## config.mk

```make
export PLATFORM = sky130hd
export DESIGN_NAME = lftr_ctrl
export DESIGN_NICKNAME = d
export VERILOG_FILES = /design/src/lftr_ctrl.v
export VERILOG_INCLUDE_DIRS = /design/src
export SDC_FILE = /design/constraint.sdc
export NUM_CORES = 1
export LEC_CHECK = 0
export BUFFER_PORTS_ARGS = -buffer_cell sky130_fd_sc_hd__buf_2
export CORE_AREA = 2 2 163 165
export CTS_CLUSTER_SIZE = 20
export DETAILED_ROUTE_END_ITERATION = 16
export DIE_AREA = 0 0 165 167
export PLACE_DENSITY = 0.7
export SLEW_MARGIN = 20
export SYNTH_ARGS = -nofsm -noshare
export SYNTH_HDL_FRONTEND = slang
export SYNTH_SLANG_ARGS = --single-unit
```

## constraint.sdc

```tcl
create_clock -name mclk -period 2.45 [get_ports mclk]
set_input_delay 0.1225 -clock mclk [delete_from_list [all_inputs] [get_ports mclk]]
set_output_delay 0.1225 -clock mclk [all_outputs]
set_load 0.01 [all_outputs]
```

## src/lftr_regs.vh

```
`ifndef LFTR_REGS_VH
`define LFTR_REGS_VH
// colour update modes
`define LFTR_UPD_NOW 2'h0
`define LFTR_UPD_STORE 2'h1
`define LFTR_UPD_APPLY 2'h2
`define LFTR_UPD_DISCARD 2'h3
// position of the mode field in colour byte 5 and of the sleep bit in byte 1
`define LFTR_UPD_MSB 7
`define LFTR_UPD_LSB 6
`define LFTR_SLEEP_BIT 7
// per-channel fault codes
`define LFTR_F_NONE 3'h0
`define LFTR_F_RSENSE 3'h3
`define LFTR_F_GND 3'h2
`define LFTR_F_OPEN 3'h5
`define LFTR_F_SHORT 3'h4
// reset values
`define LFTR_RST_LEVEL 4'h0
`define LFTR_RST_COLOR 8'h00
// timing
`define LFTR_CLK_MHZ 25
`define LFTR_MIN_ON_NS 8000
`define LFTR_MIN_ON_CYC ((`LFTR_MIN_ON_NS * `LFTR_CLK_MHZ + 999) / 1000)
`define LFTR_RETRIES 5'h14
`define LFTR_THR_SHIFT 8'h14
`endif
```

## src/lftr_ctrl.v

```verilog
// Functional notes
// [RULE_01] mode 00 apply now, 01 store only, 10 apply stored, 11 discard
// [RULE_02] mode field is bits 7:6 of colour command data byte 5
// [RULE_03] per-channel 3-bit fault code: 000,011,010,101,100 as defined
// [RULE_04] open-LED and shorted-LED faults keep LEDs on, no retry
// [RULE_05] cathode-ground short: cathode off and ballast drive low
// [RULE_06] faults need 8 us on-time, except cathode-ground short
// [RULE_07] thermal warning sets sticky warning flag
// [RULE_08] shutdown temperature turns all LEDs off, sets sticky shutdown flag
// [RULE_09] after shutdown resume only once below warning threshold
// [RULE_10] regulation on warning lowers current one step, increments 4-bit level
// [RULE_11] each step interval: step again if warning persists, else hold
// [RULE_12] threshold select bit lowers warning and shutdown thresholds by 20 C
// [RULE_13] writing one to all-LEDs switch clears reduction level
// [RULE_14] retry-capable fault enters retry and sets retry-active bit
// [RULE_15] each interval retry All_leds_switch if fault persists; then stay off
// [RULE_16] full-status read clears retry counter, retry bit and fault flags
// [RULE_17] one shared retry timer, restarted by each further fault
// [RULE_18] 20 turn-on attempts after each full-status read
// [RULE_19] option selects all-LED or failing-channel-only switch-off
// [RULE_20] sleep frame has byte 1 bit 7 zero; one means broadcast
// [RULE_21] sleep: LEDs off, ballast low, low power, registers reset
// [RULE_22] wake: falling bus edge, dominant for wake time, rising edge
// [RULE_23] all-off option set: cathode-ground short turns all LEDs off
// [RULE_24] thermal regulation only when its enable bit is one
// [RULE_25] detection, codes and retries per channel; only timer shared
`timescale 1ns/100ps
`default_nettype none
`include "lftr_regs.vh"
module lftr_ctrl #(
  parameter integer RETRY_CYC = 250000,
  parameter integer STEP_CYC = 25000000,
  parameter integer WAKE_CYC = 1250,
  parameter integer TEMP_W = 8,
  parameter integer COL_W = 8
) (
  input wire mclk, // 25 MHz
  input wire rst_n, // sync, active low
  input wire colorValid, // one-cycle colour command strobe
  input wire [3*COL_W-1:0] colorData, // new colour, three channels
  input wire [7:0] colorByte5, // data byte 5 of colour command
  input wire cmdValid, // one-cycle other-frame strobe
  input wire [7:0] cmdByte1, // data byte 1 of that frame
  input wire allLedsWr, // one-cycle control write
  input wire allLedsSwitch, // written all-LEDs switch value
  input wire fullStatusRead, // one-cycle full status read
  input wire [2:0] faultRsense, // raw comparator, open sense resistor
  input wire [2:0] faultGnd, // raw, cathode shorted to ground
  input wire [2:0] faultOpen, // raw, open LED
  input wire [2:0] faultShort, // raw, shorted LED
  input wire [TEMP_W-1:0] junctionTemp, // junction temperature, deg C
  input wire [TEMP_W-1:0] warnThreshold, // nominal warning threshold
  input wire [TEMP_W-1:0] shutThreshold, // nominal shutdown threshold
  input wire warningThresholdSelect, // otp: lower thresholds
  input wire thermalRegulationEnable, // otp: regulation on
  input wire faultAllOffOption, // otp: act on all LEDs
  input wire linRx, // bus level, 1 recessive
  output reg [3*COL_W-1:0] colorOut_r, // applied colour
  output reg [2:0] ledCathodeOutput_r, // channel current enables
  output reg ballastDrive_r, // 0 pulls ballast to 0 V
  output wire [8:0] ledFaultCode_r, // three 3-bit codes, ch0 low
  output reg thermalWarningFlag_r, // sticky
  output reg thermalShutdownFlag_r, // sticky
  output reg [3:0] thermalReductionLevel_r, // current steps removed
  output reg thermalCurrentStep_r, // pulse per reduction step
  output reg retryActive_r, // retry mode
  output reg sleep_r // low-power request
);
  localparam [1:0] WK_IDLE = 2'h0;
  localparam [1:0] WK_LOW = 2'h1;
  localparam [1:0] WK_DONE = 2'h2;
  reg [3*COL_W-1:0] colorStore_r;
  // first stage of each synchroniser is read only by the second
  reg [2:0] faultMeta_r;
  reg [2:0] faultSync_r;
  reg [2:0] gndMeta_r;
  reg [2:0] gndSync_r;
  reg [2:0] openMeta_r;
  reg [2:0] openSync_r;
  reg [2:0] shortMeta_r;
  reg [2:0] shortSync_r;
  reg linMeta_r;
  reg linSync_r;
  reg linPrev_r; // resets recessive so reset gives no false edge
  reg [1:0] wkState_r;
  reg [31:0] wkCnt_r;
  reg ledsOn_r;
  reg [31:0] retryTmr_r; // one timer shared by all channels
  reg [31:0] stepTmr_r;
  reg tsdHold_r;
  wire [TEMP_W-1:0] twLim;
  wire [TEMP_W-1:0] tsdLim;
  wire overWarn;
  wire overShut;
  wire retryTick;
  wire [2:0] retryFault;
  wire [2:0] anyGnd;
  wire [2:0] retryOff; // channel held off by retry sequencer
  wire [2:0] retryExpired; // channel used up its attempts
  reg [2:0] onNow;
  wire [2:0] newFault;
  // thresholds below 20 C would wrap; they are assumed higher
  assign twLim = warningThresholdSelect ? warnThreshold - `LFTR_THR_SHIFT : warnThreshold; // RULE_12
  assign tsdLim = warningThresholdSelect ? shutThreshold - `LFTR_THR_SHIFT : shutThreshold; // RULE_12
  assign overWarn = junctionTemp > twLim;
  assign overShut = junctionTemp > tsdLim;
  assign retryTick = (retryTmr_r == 32'h1);
  // pins crossing in from analogue comparators and the bus
  always @(posedge mclk) begin
    faultMeta_r <= faultRsense;
    faultSync_r <= faultMeta_r;
    gndMeta_r <= faultGnd;
    gndSync_r <= gndMeta_r;
    openMeta_r <= faultOpen;
    openSync_r <= openMeta_r;
    shortMeta_r <= faultShort;
    shortSync_r <= shortMeta_r;
    linMeta_r <= linRx;
    linSync_r <= linMeta_r;
  end
  genvar g;
  generate
    for (g = 0; g < 3; g = g + 1) begin : gCh
      reg [15:0] onCnt_r;
      // each channel owns its flops, so each has a single process
      reg [2:0] code_r; // latched until a status read
      reg [4:0] tries_r; // turn-on attempts since the last status read
      reg off_r;
      reg expired_r;
      wire qualified;
      wire [2:0] code;
      assign qualified = onCnt_r >= `LFTR_MIN_ON_CYC; // RULE_06
      assign code = gndSync_r[g] ? `LFTR_F_GND : // RULE_03
        !qualified ? `LFTR_F_NONE :
        faultSync_r[g] ? `LFTR_F_RSENSE :
        openSync_r[g] ? `LFTR_F_OPEN :
        shortSync_r[g] ? `LFTR_F_SHORT : `LFTR_F_NONE;
      assign newFault[g] = (code != `LFTR_F_NONE) && (code_r == `LFTR_F_NONE);
      // open/short LED never enter retry
      assign retryFault[g] = (code == `LFTR_F_RSENSE) || (code == `LFTR_F_GND); // RULE_04
      assign anyGnd[g] = code_r == `LFTR_F_GND;
      assign ledFaultCode_r[3*g+2:3*g] = code_r;
      assign retryOff[g] = off_r;
      assign retryExpired[g] = expired_r;
      always @(posedge mclk) begin
        if (!rst_n || sleep_r) begin
          onCnt_r <= 16'h0000;
          code_r <= `LFTR_F_NONE;
          tries_r <= 5'h00;
          off_r <= 1'b0;
          expired_r <= 1'b0;
        end else begin
          if (!ledCathodeOutput_r[g])
            onCnt_r <= 16'h0000;
          else if (!qualified)
            onCnt_r <= onCnt_r + 16'h0001;
          if (newFault[g]) // RULE_25
            code_r <= code; // RULE_03
          else if (fullStatusRead)
            code_r <= `LFTR_F_NONE; // RULE_16
          if (fullStatusRead) begin
            tries_r <= 5'h00; // RULE_16
            off_r <= 1'b0;
            expired_r <= 1'b0;
          end else if (retryFault[g] && ledCathodeOutput_r[g]) begin
            off_r <= 1'b1; // RULE_15
          end else if (retryTick && off_r && !expired_r) begin
            // attempts are counted 0..19, so the twentieth runs before giving up
            if (tries_r == `LFTR_RETRIES) // RULE_18
              expired_r <= 1'b1;
            else begin
              tries_r <= tries_r + 5'h01;
              off_r <= 1'b0; // RULE_15
            end
          end
        end
      end
    end
  endgenerate
  always @* begin
    onNow = ledsOn_r ? ~retryOff : 3'h0;
    if (faultAllOffOption && (|retryOff)) // RULE_19
      onNow = 3'h0;
    if (faultAllOffOption && (|anyGnd)) // RULE_23
      onNow = 3'h0;
    if (tsdHold_r) // RULE_08
      onNow = 3'h0;
  end
  always @(posedge mclk) begin
    if (!rst_n || sleep_r) begin // RULE_21
      colorOut_r <= {3{`LFTR_RST_COLOR}};
      colorStore_r <= {3{`LFTR_RST_COLOR}};
      ledCathodeOutput_r <= 3'h0;
      ballastDrive_r <= 1'b0;
      ledsOn_r <= 1'b1;
      thermalWarningFlag_r <= 1'b0;
      thermalShutdownFlag_r <= 1'b0;
      thermalReductionLevel_r <= `LFTR_RST_LEVEL;
      thermalCurrentStep_r <= 1'b0;
      retryActive_r <= 1'b0;
      retryTmr_r <= 32'h0;
      stepTmr_r <= 32'h0;
      tsdHold_r <= 1'b0;
    end else begin
      if (colorValid) begin
        case (colorByte5[`LFTR_UPD_MSB:`LFTR_UPD_LSB]) // RULE_02
          `LFTR_UPD_NOW: begin // RULE_01
            colorOut_r <= colorData;
            colorStore_r <= colorData;
          end
          `LFTR_UPD_STORE: colorStore_r <= colorData;
          `LFTR_UPD_APPLY: colorOut_r <= colorStore_r;
          default: colorStore_r <= colorStore_r;
        endcase
      end
      ledCathodeOutput_r <= onNow;
      // tsd also drops the anode; gnd short drops it regardless
      ballastDrive_r <= !(|anyGnd) && !tsdHold_r; // RULE_05
      // hardware set wins over a same-cycle read clear
      if (overWarn)
        thermalWarningFlag_r <= 1'b1; // RULE_07
      else if (fullStatusRead)
        thermalWarningFlag_r <= 1'b0;
      if (overShut) begin
        thermalShutdownFlag_r <= 1'b1; // RULE_08
        tsdHold_r <= 1'b1;
      end else begin
        if (fullStatusRead)
          thermalShutdownFlag_r <= 1'b0;
        if (!overWarn)
          tsdHold_r <= 1'b0; // RULE_09
      end
      if (allLedsWr)
        ledsOn_r <= allLedsSwitch;
      thermalCurrentStep_r <= 1'b0;
      if (allLedsWr && allLedsSwitch) begin
        thermalReductionLevel_r <= `LFTR_RST_LEVEL; // RULE_13
        stepTmr_r <= 32'h0;
      end else if (thermalRegulationEnable) begin // RULE_24
        if (stepTmr_r != 32'h0)
          stepTmr_r <= stepTmr_r - 32'h1; // RULE_11
        // a cleared warning leaves the timer at zero, so the level holds until the warning returns
        if ((stepTmr_r == 32'h0 || stepTmr_r == 32'h1) && overWarn) begin
          stepTmr_r <= STEP_CYC; // RULE_10
          thermalCurrentStep_r <= 1'b1;
          if (thermalReductionLevel_r != 4'hF)
            thermalReductionLevel_r <= thermalReductionLevel_r + 4'h1; // RULE_10
        end
      end
      if (|(newFault & retryFault)) begin
        retryActive_r <= 1'b1; // RULE_14
        retryTmr_r <= RETRY_CYC; // RULE_17
      end else begin
        if (fullStatusRead)
          retryActive_r <= 1'b0; // RULE_16
        if (retryTmr_r > 32'h1)
          retryTmr_r <= retryTmr_r - 32'h1;
        else if (retryTick)
          retryTmr_r <= (|(retryOff & ~retryExpired)) ? RETRY_CYC : 32'h0;
        else if (|(retryOff & ~retryExpired))
          retryTmr_r <= RETRY_CYC;
      end
    end
  end
  // sleep request and bus wake-up
  always @(posedge mclk) begin
    if (!rst_n) begin
      sleep_r <= 1'b0;
      wkState_r <= WK_IDLE;
      wkCnt_r <= 32'h0;
      linPrev_r <= 1'b1;
    end else begin
      linPrev_r <= linSync_r;
      if (!sleep_r) begin
        wkState_r <= WK_IDLE;
        if (cmdValid && !cmdByte1[`LFTR_SLEEP_BIT])
          sleep_r <= 1'b1; // RULE_20
      end else begin
        case (wkState_r)
          WK_IDLE: begin
            wkCnt_r <= 32'h0;
            if (linPrev_r && !linSync_r)
              wkState_r <= WK_LOW; // RULE_22
          end
          WK_LOW: begin
            if (linSync_r)
              wkState_r <= WK_IDLE;
            else if (wkCnt_r >= WAKE_CYC - 1)
              wkState_r <= WK_DONE;
            else
              wkCnt_r <= wkCnt_r + 32'h1;
          end
          WK_DONE: begin
            if (linSync_r) begin
              sleep_r <= 1'b0; // RULE_22
              wkState_r <= WK_IDLE;
            end
          end
          default: wkState_r <= WK_IDLE;
        endcase
      end
    end
  end
endmodule
`default_nettype wire

```

---- Word level (Yosys, flattened, before mapping) ----
Index checks and enable logic that the tools add are counted.
storage, ports and cells
  register bits after elaboration ......... 266
  input port bits ......................... 87
  output and inout port bits .............. 46
  logic and storage cells ................. 247
operators by class
  add/sub/neg operators ................... 12
  $lt $le $gt $ge ......................... 7
  eq/ne operators ......................... 28
  multiplexer cells ....................... 57
  bitwise operators ....................... 15
  reductions and logical operators ........ 85
operators with widths
  operator                                                        count
  2-to-1 mux 32 bit                                               7
  == test 32 x 1 -> 1 bit, second input constant                  2
  one-hot mux 32 bit (2 select lines)                             1
  subtractor 32 x 1 -> 32 bit, second input constant              2
  2-to-1 mux 3 bit                                                19
  adder 16 x 1 -> 16 bit, second input constant                   3
  >= comparator 16 x 8 -> 1 bit, second input constant            3
  one-hot mux 24 bit (2 select lines)                             1
  2-to-1 mux 18 bit                                               2
  adder 32 x 1 -> 32 bit, second input constant                   1
  >= comparator 32 x 11 -> 1 bit, second input constant           1
  greater-than comparator 32 x 1 -> 1 bit, second input constant  1
  zero test 32 bit                                                1
  nonzero test 32 bit                                             1
  == test 3 x 2 -> 1 bit, second input constant                   9
  AND reduction 3 bit                                             8
  nonzero test 2 bit                                              12
  2-to-1 mux 1 bit                                                20
  logical AND 1 bit                                               19
  greater-than comparator 8 bit                                   2
  2-to-1 mux 8 bit                                                2
  subtractor 8 x 5 -> 8 bit, second input constant                2
  adder 5 x 1 -> 5 bit, second input constant                     3
  == test 5 bit, second input constant                            3
  other kinds (24)                                                79

---- Longest topological paths before layout ----
Gate-level depths: netlist of the first run.
  depth after elaboration ................. 10
  mapped depth ............................ 14
  gate-level depth less buffers ........... 12

---- Least setup slack after synthesis of the first run ----
OpenSTA, ideal clock, no wires.
  path type ............................... input-to-reg
  start point ............................. in warningThresholdSelect
  end point ............................... reg stepTmr_r[17]
  library setup time ...................... 70 ps
  data arrival time ....................... 2573 ps
  required time ........................... 2380 ps
  path slack .............................. -193 ps
  stages .................................. 11
  buffers on the path ..................... 2
  path through ............................ clkbuf_1 -> nor3b_1 -> xnor2_1 -> ha_1 -> nand4_1 -> nor2_1 -> a211o_1 -> and3_1 -> clkbuf_1 -> or4b_2 -> a21oi_1
between the ends
  longest elaborated chain between the ends .. 5
  elaborated cells between the ends (all ways) .. 6
  those cells by class .................... order compare (1); mux (2); reduce/logical (3)
ends and longest elaborated chain
  item                                  line             source
  start, declared                       lftr_ctrl.v:54   input wire warningThresholdSelect,
  2-to-1 mux 8 bit (*)                  lftr_ctrl.v:103  assign twLim = warningThresholdSelect ? warnThreshold - `LFTR_THR_SHIFT : warnThreshold;
  greater-than comparator 8 bit (*)     lftr_ctrl.v:105  assign overWarn = junctionTemp > twLim;
  logical AND 1 bit (*)                 lftr_ctrl.v:243  if ((stepTmr_r == 32'h0 || stepTmr_r == 32'h1) && overWarn) begin
  nonzero test 2 bit (no source line)   n/a
  AND reduction 2 bit (no source line)  n/a
  end signal, assigned                  lftr_ctrl.v:241  stepTmr_r <= stepTmr_r - 32'h1;
  end, declared                         lftr_ctrl.v:89   reg [31:0] stepTmr_r;
Mark *: on every way between the ends. The rest lies on a longest branch, timed or not.
A chain may end at the register's enable or synchronous reset.

---- Final worst setup path of the first run ----
  start point ............................. reg retryTmr_r[12]
  end point ............................... reg gCh[1].tries_r[2]
between the ends
  longest elaborated chain between the ends .. 4
ends and longest elaborated chain
  item                                  line             source
  start, declared                       lftr_ctrl.v:88   reg [31:0] retryTmr_r;
  start signal, assigned                lftr_ctrl.v:257  retryTmr_r <= retryTmr_r - 32'h1;
  start signal, assigned                lftr_ctrl.v:259  retryTmr_r <= (|(retryOff & ~retryExpired)) ? RETRY_CYC : 32'h0;
  == test 32 x 1 -> 1 bit               lftr_ctrl.v:107  assign retryTick = (retryTmr_r == 32'h1);
  logical AND 1 bit (2 in series)       lftr_ctrl.v:167  end else if (retryTick && off_r && !expired_r) begin
  AND reduction 3 bit (no source line)  n/a
  end signal, assigned                  lftr_ctrl.v:172  tries_r <= tries_r + 5'h01;
  end, declared                         lftr_ctrl.v:127  reg [4:0] tries_r;
No other way between the ends.

==> results of run 1 <==
-- worst paths after layout --
check	slack, ps	to
min	20	ledsOn_r
max	20	gCh[1].tries_r[2]
min reg2reg	320	faultSync_r[0]
max reg2reg	20	gCh[1].tries_r[2]
-- worst max-delay path: cells and delay by family, from the launching register on --
family | cells | cell delay [ps]
AO/OA/AOI/OAI | 1 | 190
flip-flops | 1 | 310
buffers and inverters | 1 | 180
AND/OR/NAND/NOR | 5 | 1660
-- registers in the layout, indices dropped and copies added (netlist names), 9 cells and up --
register	count
gCh.onCnt_r	48
retryTmr_r	32
stepTmr_r	32
wkCnt_r	32
colorOut_r	24
colorStore_r	24
gCh.tries_r	15
gCh.code_r	9
-- per-stage QoR --
step	worst slack [ps]	instance area, sq um
finish	20.26	14490
global route	-50.05	14490
CTS	10.58	14400
detailed placement	-188.1	12880
global placement	-104.2	12880
floorplan	-49.68	11470
-- what timing repair did --
item,4_1_cts,5_1_grt
endpoints found under the setup margin,7,58
resized for setup,3,18
hold endpoints to repair,73,0
cloned,0,1
pin swaps,0,3
hold buffers,43,0
-- per-layer routing --
layer / vias up / part of all wire, % / GRT usage (%)
met2: 162 / 48 / 32.10
met4: 0 / 2.3 / 5.482
met3: 53 / 3.6 / 2.540
met1: 4613 / 46 / 25.41
li1: 5067 / - / -
met5: - / 0 / 0
-- where the power goes --
| group | switching (mW) | internal [mW] | total (mW) |
|---|---|---|---|
| sequential | 0.328 | 4.68 | 5.00 |
| clock | 1.77 | 3.01 | 4.78 |
| combinational | 2.48 | 2.12 | 4.60 |
-- kinds of logic (layout without fill, tap and decap cells) --
| logic type | after synthesis | count (layout) | synth area share, % |
|---|---|---|---|
| buffers and inverters | 93 | 334 | 3.079 |
| xor gates and xnor gates | 58 | 58 | 4.448 |
| muxes | 30 | 30 | 2.630 |
| adders and majority gates | 39 | 39 | 4.273 |
| AOI/OAI and AO/OA | 252 | 252 | 14.10 |
| DFF | 266 | 266 | 46.63 |
| and+or+nand+nor | 544 | 544 | 24.84 |
-- cells in the final DEF, fill, tap and decap left out, types with 37 or more instances in the layout --
cell type	Yosys	layout
dfxtp_1	266	265
nor2_1	128	127
buf_2	2	119
nand2_1	106	105
a21oi_1	84	83
buf_4	0	76
o21ai_0	47	46
dlygate4sd3_1	0	43
nand3_1	42	42
inv_1	41	41
a211oi_1	39	39
and3_1	38	37
ha_1	39	37
-- area by class of cell --
| cell class | instances | area, sq um | share of cell area (%) |
|---|---|---|---|
| repair buffers | 242 | 1650 | 11.39 |
| clock buffers | 39 | 832.0 | 5.741 |
| well taps | 335 | 419.2 | 2.892 |
| multi-input cells | 923 | 5866 | 40.47 |
| clock inverters | 12 | 246.5 | 1.701 |
| flip-flops and latches | 266 | 5326 | 36.75 |
| inverters | 41 | 153.9 | 1.062 |
==> summary.md, run 1 <==
| Metric | Value |
|---|---|
| Vias in the first global route | `9515` |
| Reg2Reg Depth | `7` |
| Synth warn | `0` |
| Reg2reg start | `retryTmr_r[12]` |
| Vias | `9895` |
| Most common cell in the netlist | `dfxtp_1` |
| Total Wirelength | `26350 um` |
| Utilization after layout | `56.26%` |
| CP max stage delay | `530 ps` |
| DRC errors left | `0` |
| CTS tree | `yes` |
| Total global-route track usage | `19.06%` |
| Num Clock Sinks | `266` |
| Seq cells post-synth | `266` |
| Worst setup SP type | `register` |
| First-pass GRT wire length | `44660 um` |
| Worst hold path depth | `4` |
| Hold slack final | `23.34 ps` |
| Setup crit start | `retryTmr_r[12]` |
| Post-Syn Area | `11420 sq um` |
| Final Max Tran Viols | `0` |
| # H-tree levels | `1` |
| Cell Chain, Critical Path | `or4_4 -> or4_4 -> nor4_4 -> buf_6 -> nand4_1 -> or3_1 -> a21oi_1` |
| Via density | `5.326` |
| Worst Hold Launch | `allLedsSwitch` |
| Synth top cells by count | `266 x dfxtp_1, 128 x nor2_1, 106 x nand2_1, 84 x a21oi_1, 47 x o21ai_0` |
| Gpl congestion | `0.8709` |
| Syn Inst Count | `1282` |
| Synthesized Nets | `1408` |
| Number of synthesized flops with an enable pin | `0` |
| DIE AREA | `27560 sq um` |
| Fillers | `2231` |
| Worst-case clock buffer depth | `3` |
| Max Clock Freq | `0.4116 GHz` |
| Final TNS setup | `0 ps` |
| Largest net degree at the start of global routing | `49` |
| CP Capture Type | `register` |
| Final antenna-violating net count | `0` |
| WL per Instance | `14.18 um` |
| Grt ovf | `0` |
| Pwr per Cell Area | `992.4 nW/um^2` |
| Finished Layout Cells | `1858` |
| Port bufs | `119` |
| Clk_skew | `13.29 ps` |
| Layout Area Growth over Synthesis | `26.92%` |
| Chip height | `167 um` |
| Async SR Flop Fraction | `0%` |
| Clock root cell | `clkbuf_16` |
| Dpl cells | `1763` |
| Worst slew pin tran | `870.8 ps` |
| Cell row count | `59` |
| RSZ-0062 raised after global routing | `true` |
| Critical Path AT | `2890 ps` |
| Cell mode on critical path | `or4_4` |
| N_diodes | `0` |
| Number of CTS-inserted buffers | `28` |
| Final setup fails | `0` |
| Post-synth cell types | `62` |
| Avg Cell Area, Syn | `8.908 sq um` |
| First DRT Iteration DRCs | `567` |
| Sequential area share after synthesis | `46.63%` |
| Worst vdd ir | `0.7546 mV` |
| Worst path required time | `2910 ps` |
| Antenna violations before repair | `0` |
| Slowest CP cell | `or4_4` |
| # IOs | `133` |
| First-pass detailed-route iteration total | `5` |
| Post-synth top flop | `dfxtp_1` |
| Setup bufs post-CTS | `0` |
| Max-Slew Margin vs Limit | `41.83%` |
| Worst-Skew Late Latency | `550 ps` |
| Status | `finished, final reports clean` |
| Largest cells by area after synthesis | `dfxtp_1 47%, ha_1 4.3%, nor2_1 4.2%` |
| Top cell type by total area after synthesis | `dfxtp_1` |
| Fin nets | `1628` |
| Total core area | `25760 sq um` |
| Max-cap violations | `0` |
| Die X-Extent | `165 um` |
| Max FO, Critical Path | `10` |
| Tmin final | `2430 ps` |
| Leakage | `5.921 nW` |
| Final Hold Fails | `0` |
| Clock-pin slew on the worst setup and hold paths | `60 ps` |
| Tot Pwr | `14.38 mW` |
| Type of the worst setup path | `register to register` |
| Post-DP HPWL | `17940 um` |
| Final period util | `99.17%` |
| Starting Density | `44.33%` |
| Share of layout cells above drive strength 1 | `18.91%` |
| Worst min-delay path class | `input pin to register` |
| Share of the synthesized area in the top cell type | `46.63%` |
No activity file was read; power rests on OpenSTA's default activity.
==> run 2, diff against run 1 <==
Settings changed: GPL_TIMING_DRIVEN set to 0.
==> summary.md, run 2 (synthesis results as in run 1) <==
| Metric | Value |
|---|---|
| Status | `finished, violations left` |
| Failing checks | `negative hold slack, negative setup slack` |
| Grt ovf | `0` |
| Share of layout cells above drive strength 1 | `17.71%` |
| First DRT Iteration DRCs | `529` |
| Reg2reg start | `retryTmr_r[9]` |
| Worst setup SP type | `register` |
| Antenna violations before repair | `0` |
| Most frequent cells in the layout | `265 x dfxtp_1, 124 x nor2_1, 118 x buf_2` |
| Reg2reg end | `gCh[2].tries_r[3]` |
| Hold worst-path end | `stepTmr_r[7]` |
| Total core area | `25760 sq um` |
| Critical Path AT | `3040 ps` |
| Worst path required time | `2910 ps` |
| Worst reg2reg setup slack | `-130 ps` |
| Hold slack final | `-16.08 ps` |
| Pwr per Cell Area | `1007 nW/um^2` |
| Max-cap violations | `0` |
| Pre-CTS setup slack | `-672.2 ps` |
| Total Wirelength | `27830 um` |
| Max Clock Freq | `0.3883 GHz` |
| Final antenna-violating net count | `0` |
| Fin nets | `1622` |
| CTS tree | `yes` |
| Reg2Reg Depth | `7` |
| Gpl congestion | `0.8682` |
| FF+latch area | `5329 sq um` |
| Worst-Skew Late Latency | `540 ps` |
| Worst min-delay path class | `input pin to register` |
| Cell mode on critical path | `or4_4` |
| N_diodes | `0` |
| Largest Register | `gCh.onCnt_r` |
| Vias | `10190` |
| Largest net degree at the start of global routing | `15` |
| Final Max Tran Viols | `0` |
| Layout Area Growth over Synthesis | `27.05%` |
| # H-tree levels | `1` |
| Num Clock Sinks | `266` |
| Clock-pin slew on the worst setup and hold paths | `60 ps` |
| Leakage | `5.838 nW` |
| Type of the worst setup path | `register to register` |
| # IOs | `133` |
| Worst Hold Launch | `allLedsSwitch` |
| Port bufs | `117` |
| Max FO, Critical Path | `5` |
| Total global-route track usage | `19.82%` |
| Via density | `5.496` |
| Worst vdd ir | `0.7376 mV` |
| Final setup fails | `16` |
| Tot Pwr | `14.61 mW` |
| First-pass GRT wire length | `46130 um` |
| DRC errors left | `0` |
| Post-DP HPWL | `18540 um` |
| Final period util | `105.1%` |
| Vias in the first global route | `9783` |
| CP max stage delay | `530 ps` |
| Final worst setup slack | `-125.2 ps` |
| Multi-input gate area | `6076 sq um` |
| WL per Instance | `15.01 um` |
| Clk_skew | `12.53 ps` |
| Most common cell after layout, fill and taps aside | `dfxtp_1` |
| Max-Slew Margin vs Limit | `50.91%` |
| Starting Density | `44.33%` |
| Worst slew pin tran | `736.4 ps` |
| CP Capture Type | `register` |
| Final Hold Fails | `4` |
| Worst-case clock buffer depth | `3` |
| RSZ-0062 raised after global routing | `true` |
| Cell Chain, Critical Path | `or4_4 -> or4_4 -> nor4_4 -> buf_6 -> nand4_1 -> or3_4 -> a21oi_2` |
| Final TNS setup | `-748.5 ps` |
| Cell row count | `59` |
| Die X-Extent | `165 um` |
| First-pass detailed-route iteration total | `5` |
| Fillers | `2242` |
| Max reg flops | `48` |
| Number of CTS-inserted buffers | `29` |
| Tmin final | `2575 ps` |
| DIE AREA | `27560 sq um` |
| Clock root cell | `clkbuf_16` |
| Slowest CP cell | `or4_4` |
| Worst hold path depth | `4` |
| Chip height | `167 um` |
## run 2: how the worst max path moves through the flow
stage	startpoint	endpoint	cells past startpoint
global route	retryTmr_r[9]	gCh[2].tries_r[3]	7
global placement	warnThreshold[2]	stepTmr_r[25]	13
detailed placement	warnThreshold[3]	stepTmr_r[25]	13
finish	retryTmr_r[9]	gCh[2].tries_r[3]	7
CTS	retryTmr_r[9]	gCh[2].tries_r[2]	8
floorplan	warnThreshold[2]	stepTmr_r[17]	12
## run 2: per-stage QoR
step                      util, %  cells  area [sq um]
after floorplan                 -   1282         11470
after global placement      48.42   1734         12480
after detailed placement    48.42   1734         12480
after CTS                   55.51   1853         14300
after global routing        56.32   1854         14510
final                       56.32   1854         14510
## run 2: critical path: cells and delay by family, from the launching register on
| family | cells | cell delay (ps) |
|---|---|---|
| AO/OA/AOI/OAI | 1 | 130 |
| buffers and inverters | 1 | 170 |
| flip-flops | 1 | 340 |
| AND/OR/NAND/NOR | 5 | 1860 |
## run 2: power breakdown
part           leakage (nW)  total [mW]  internal [mW]  switching [mW]
registers              2.17        5.06           4.67           0.383
clock network         0.511        4.68           2.91            1.76
logic                  3.16        4.88           2.13            2.75
## run 2: per-layer routing
metal / global-route usage, % / vias up / routed length (um)
li1: - / 5056 / -
met1: 25.39 / 4849 / 12440
met2: 33.53 / 209 / 13500
met5: 0 / - / 0
met3: 2.914 / 75 / 915
met4: 7.448 / 0 / 975
## run 2: repair_timing
action | in CTS | in global routing
hold buffers | 42 | 0
buffers inserted | 21 | 6
cloned | 3 | 0
setup endpoints to repair | 87 | 96
hold endpoints to repair | 71 | 0
resized for setup | 46 | 63
pin swaps | 28 | 21
## run 2: final cells by class
cell class,count,area share (%)
Clock inverter,15,1.483
Inverter,41,1.061
Tap cell,335,2.889
Sequential cell,266,36.73
Multi-Input combinational cell,923,41.88
Timing Repair Buffer,186,8.589
Buffer,49,1.630
Clock buffer,39,5.743
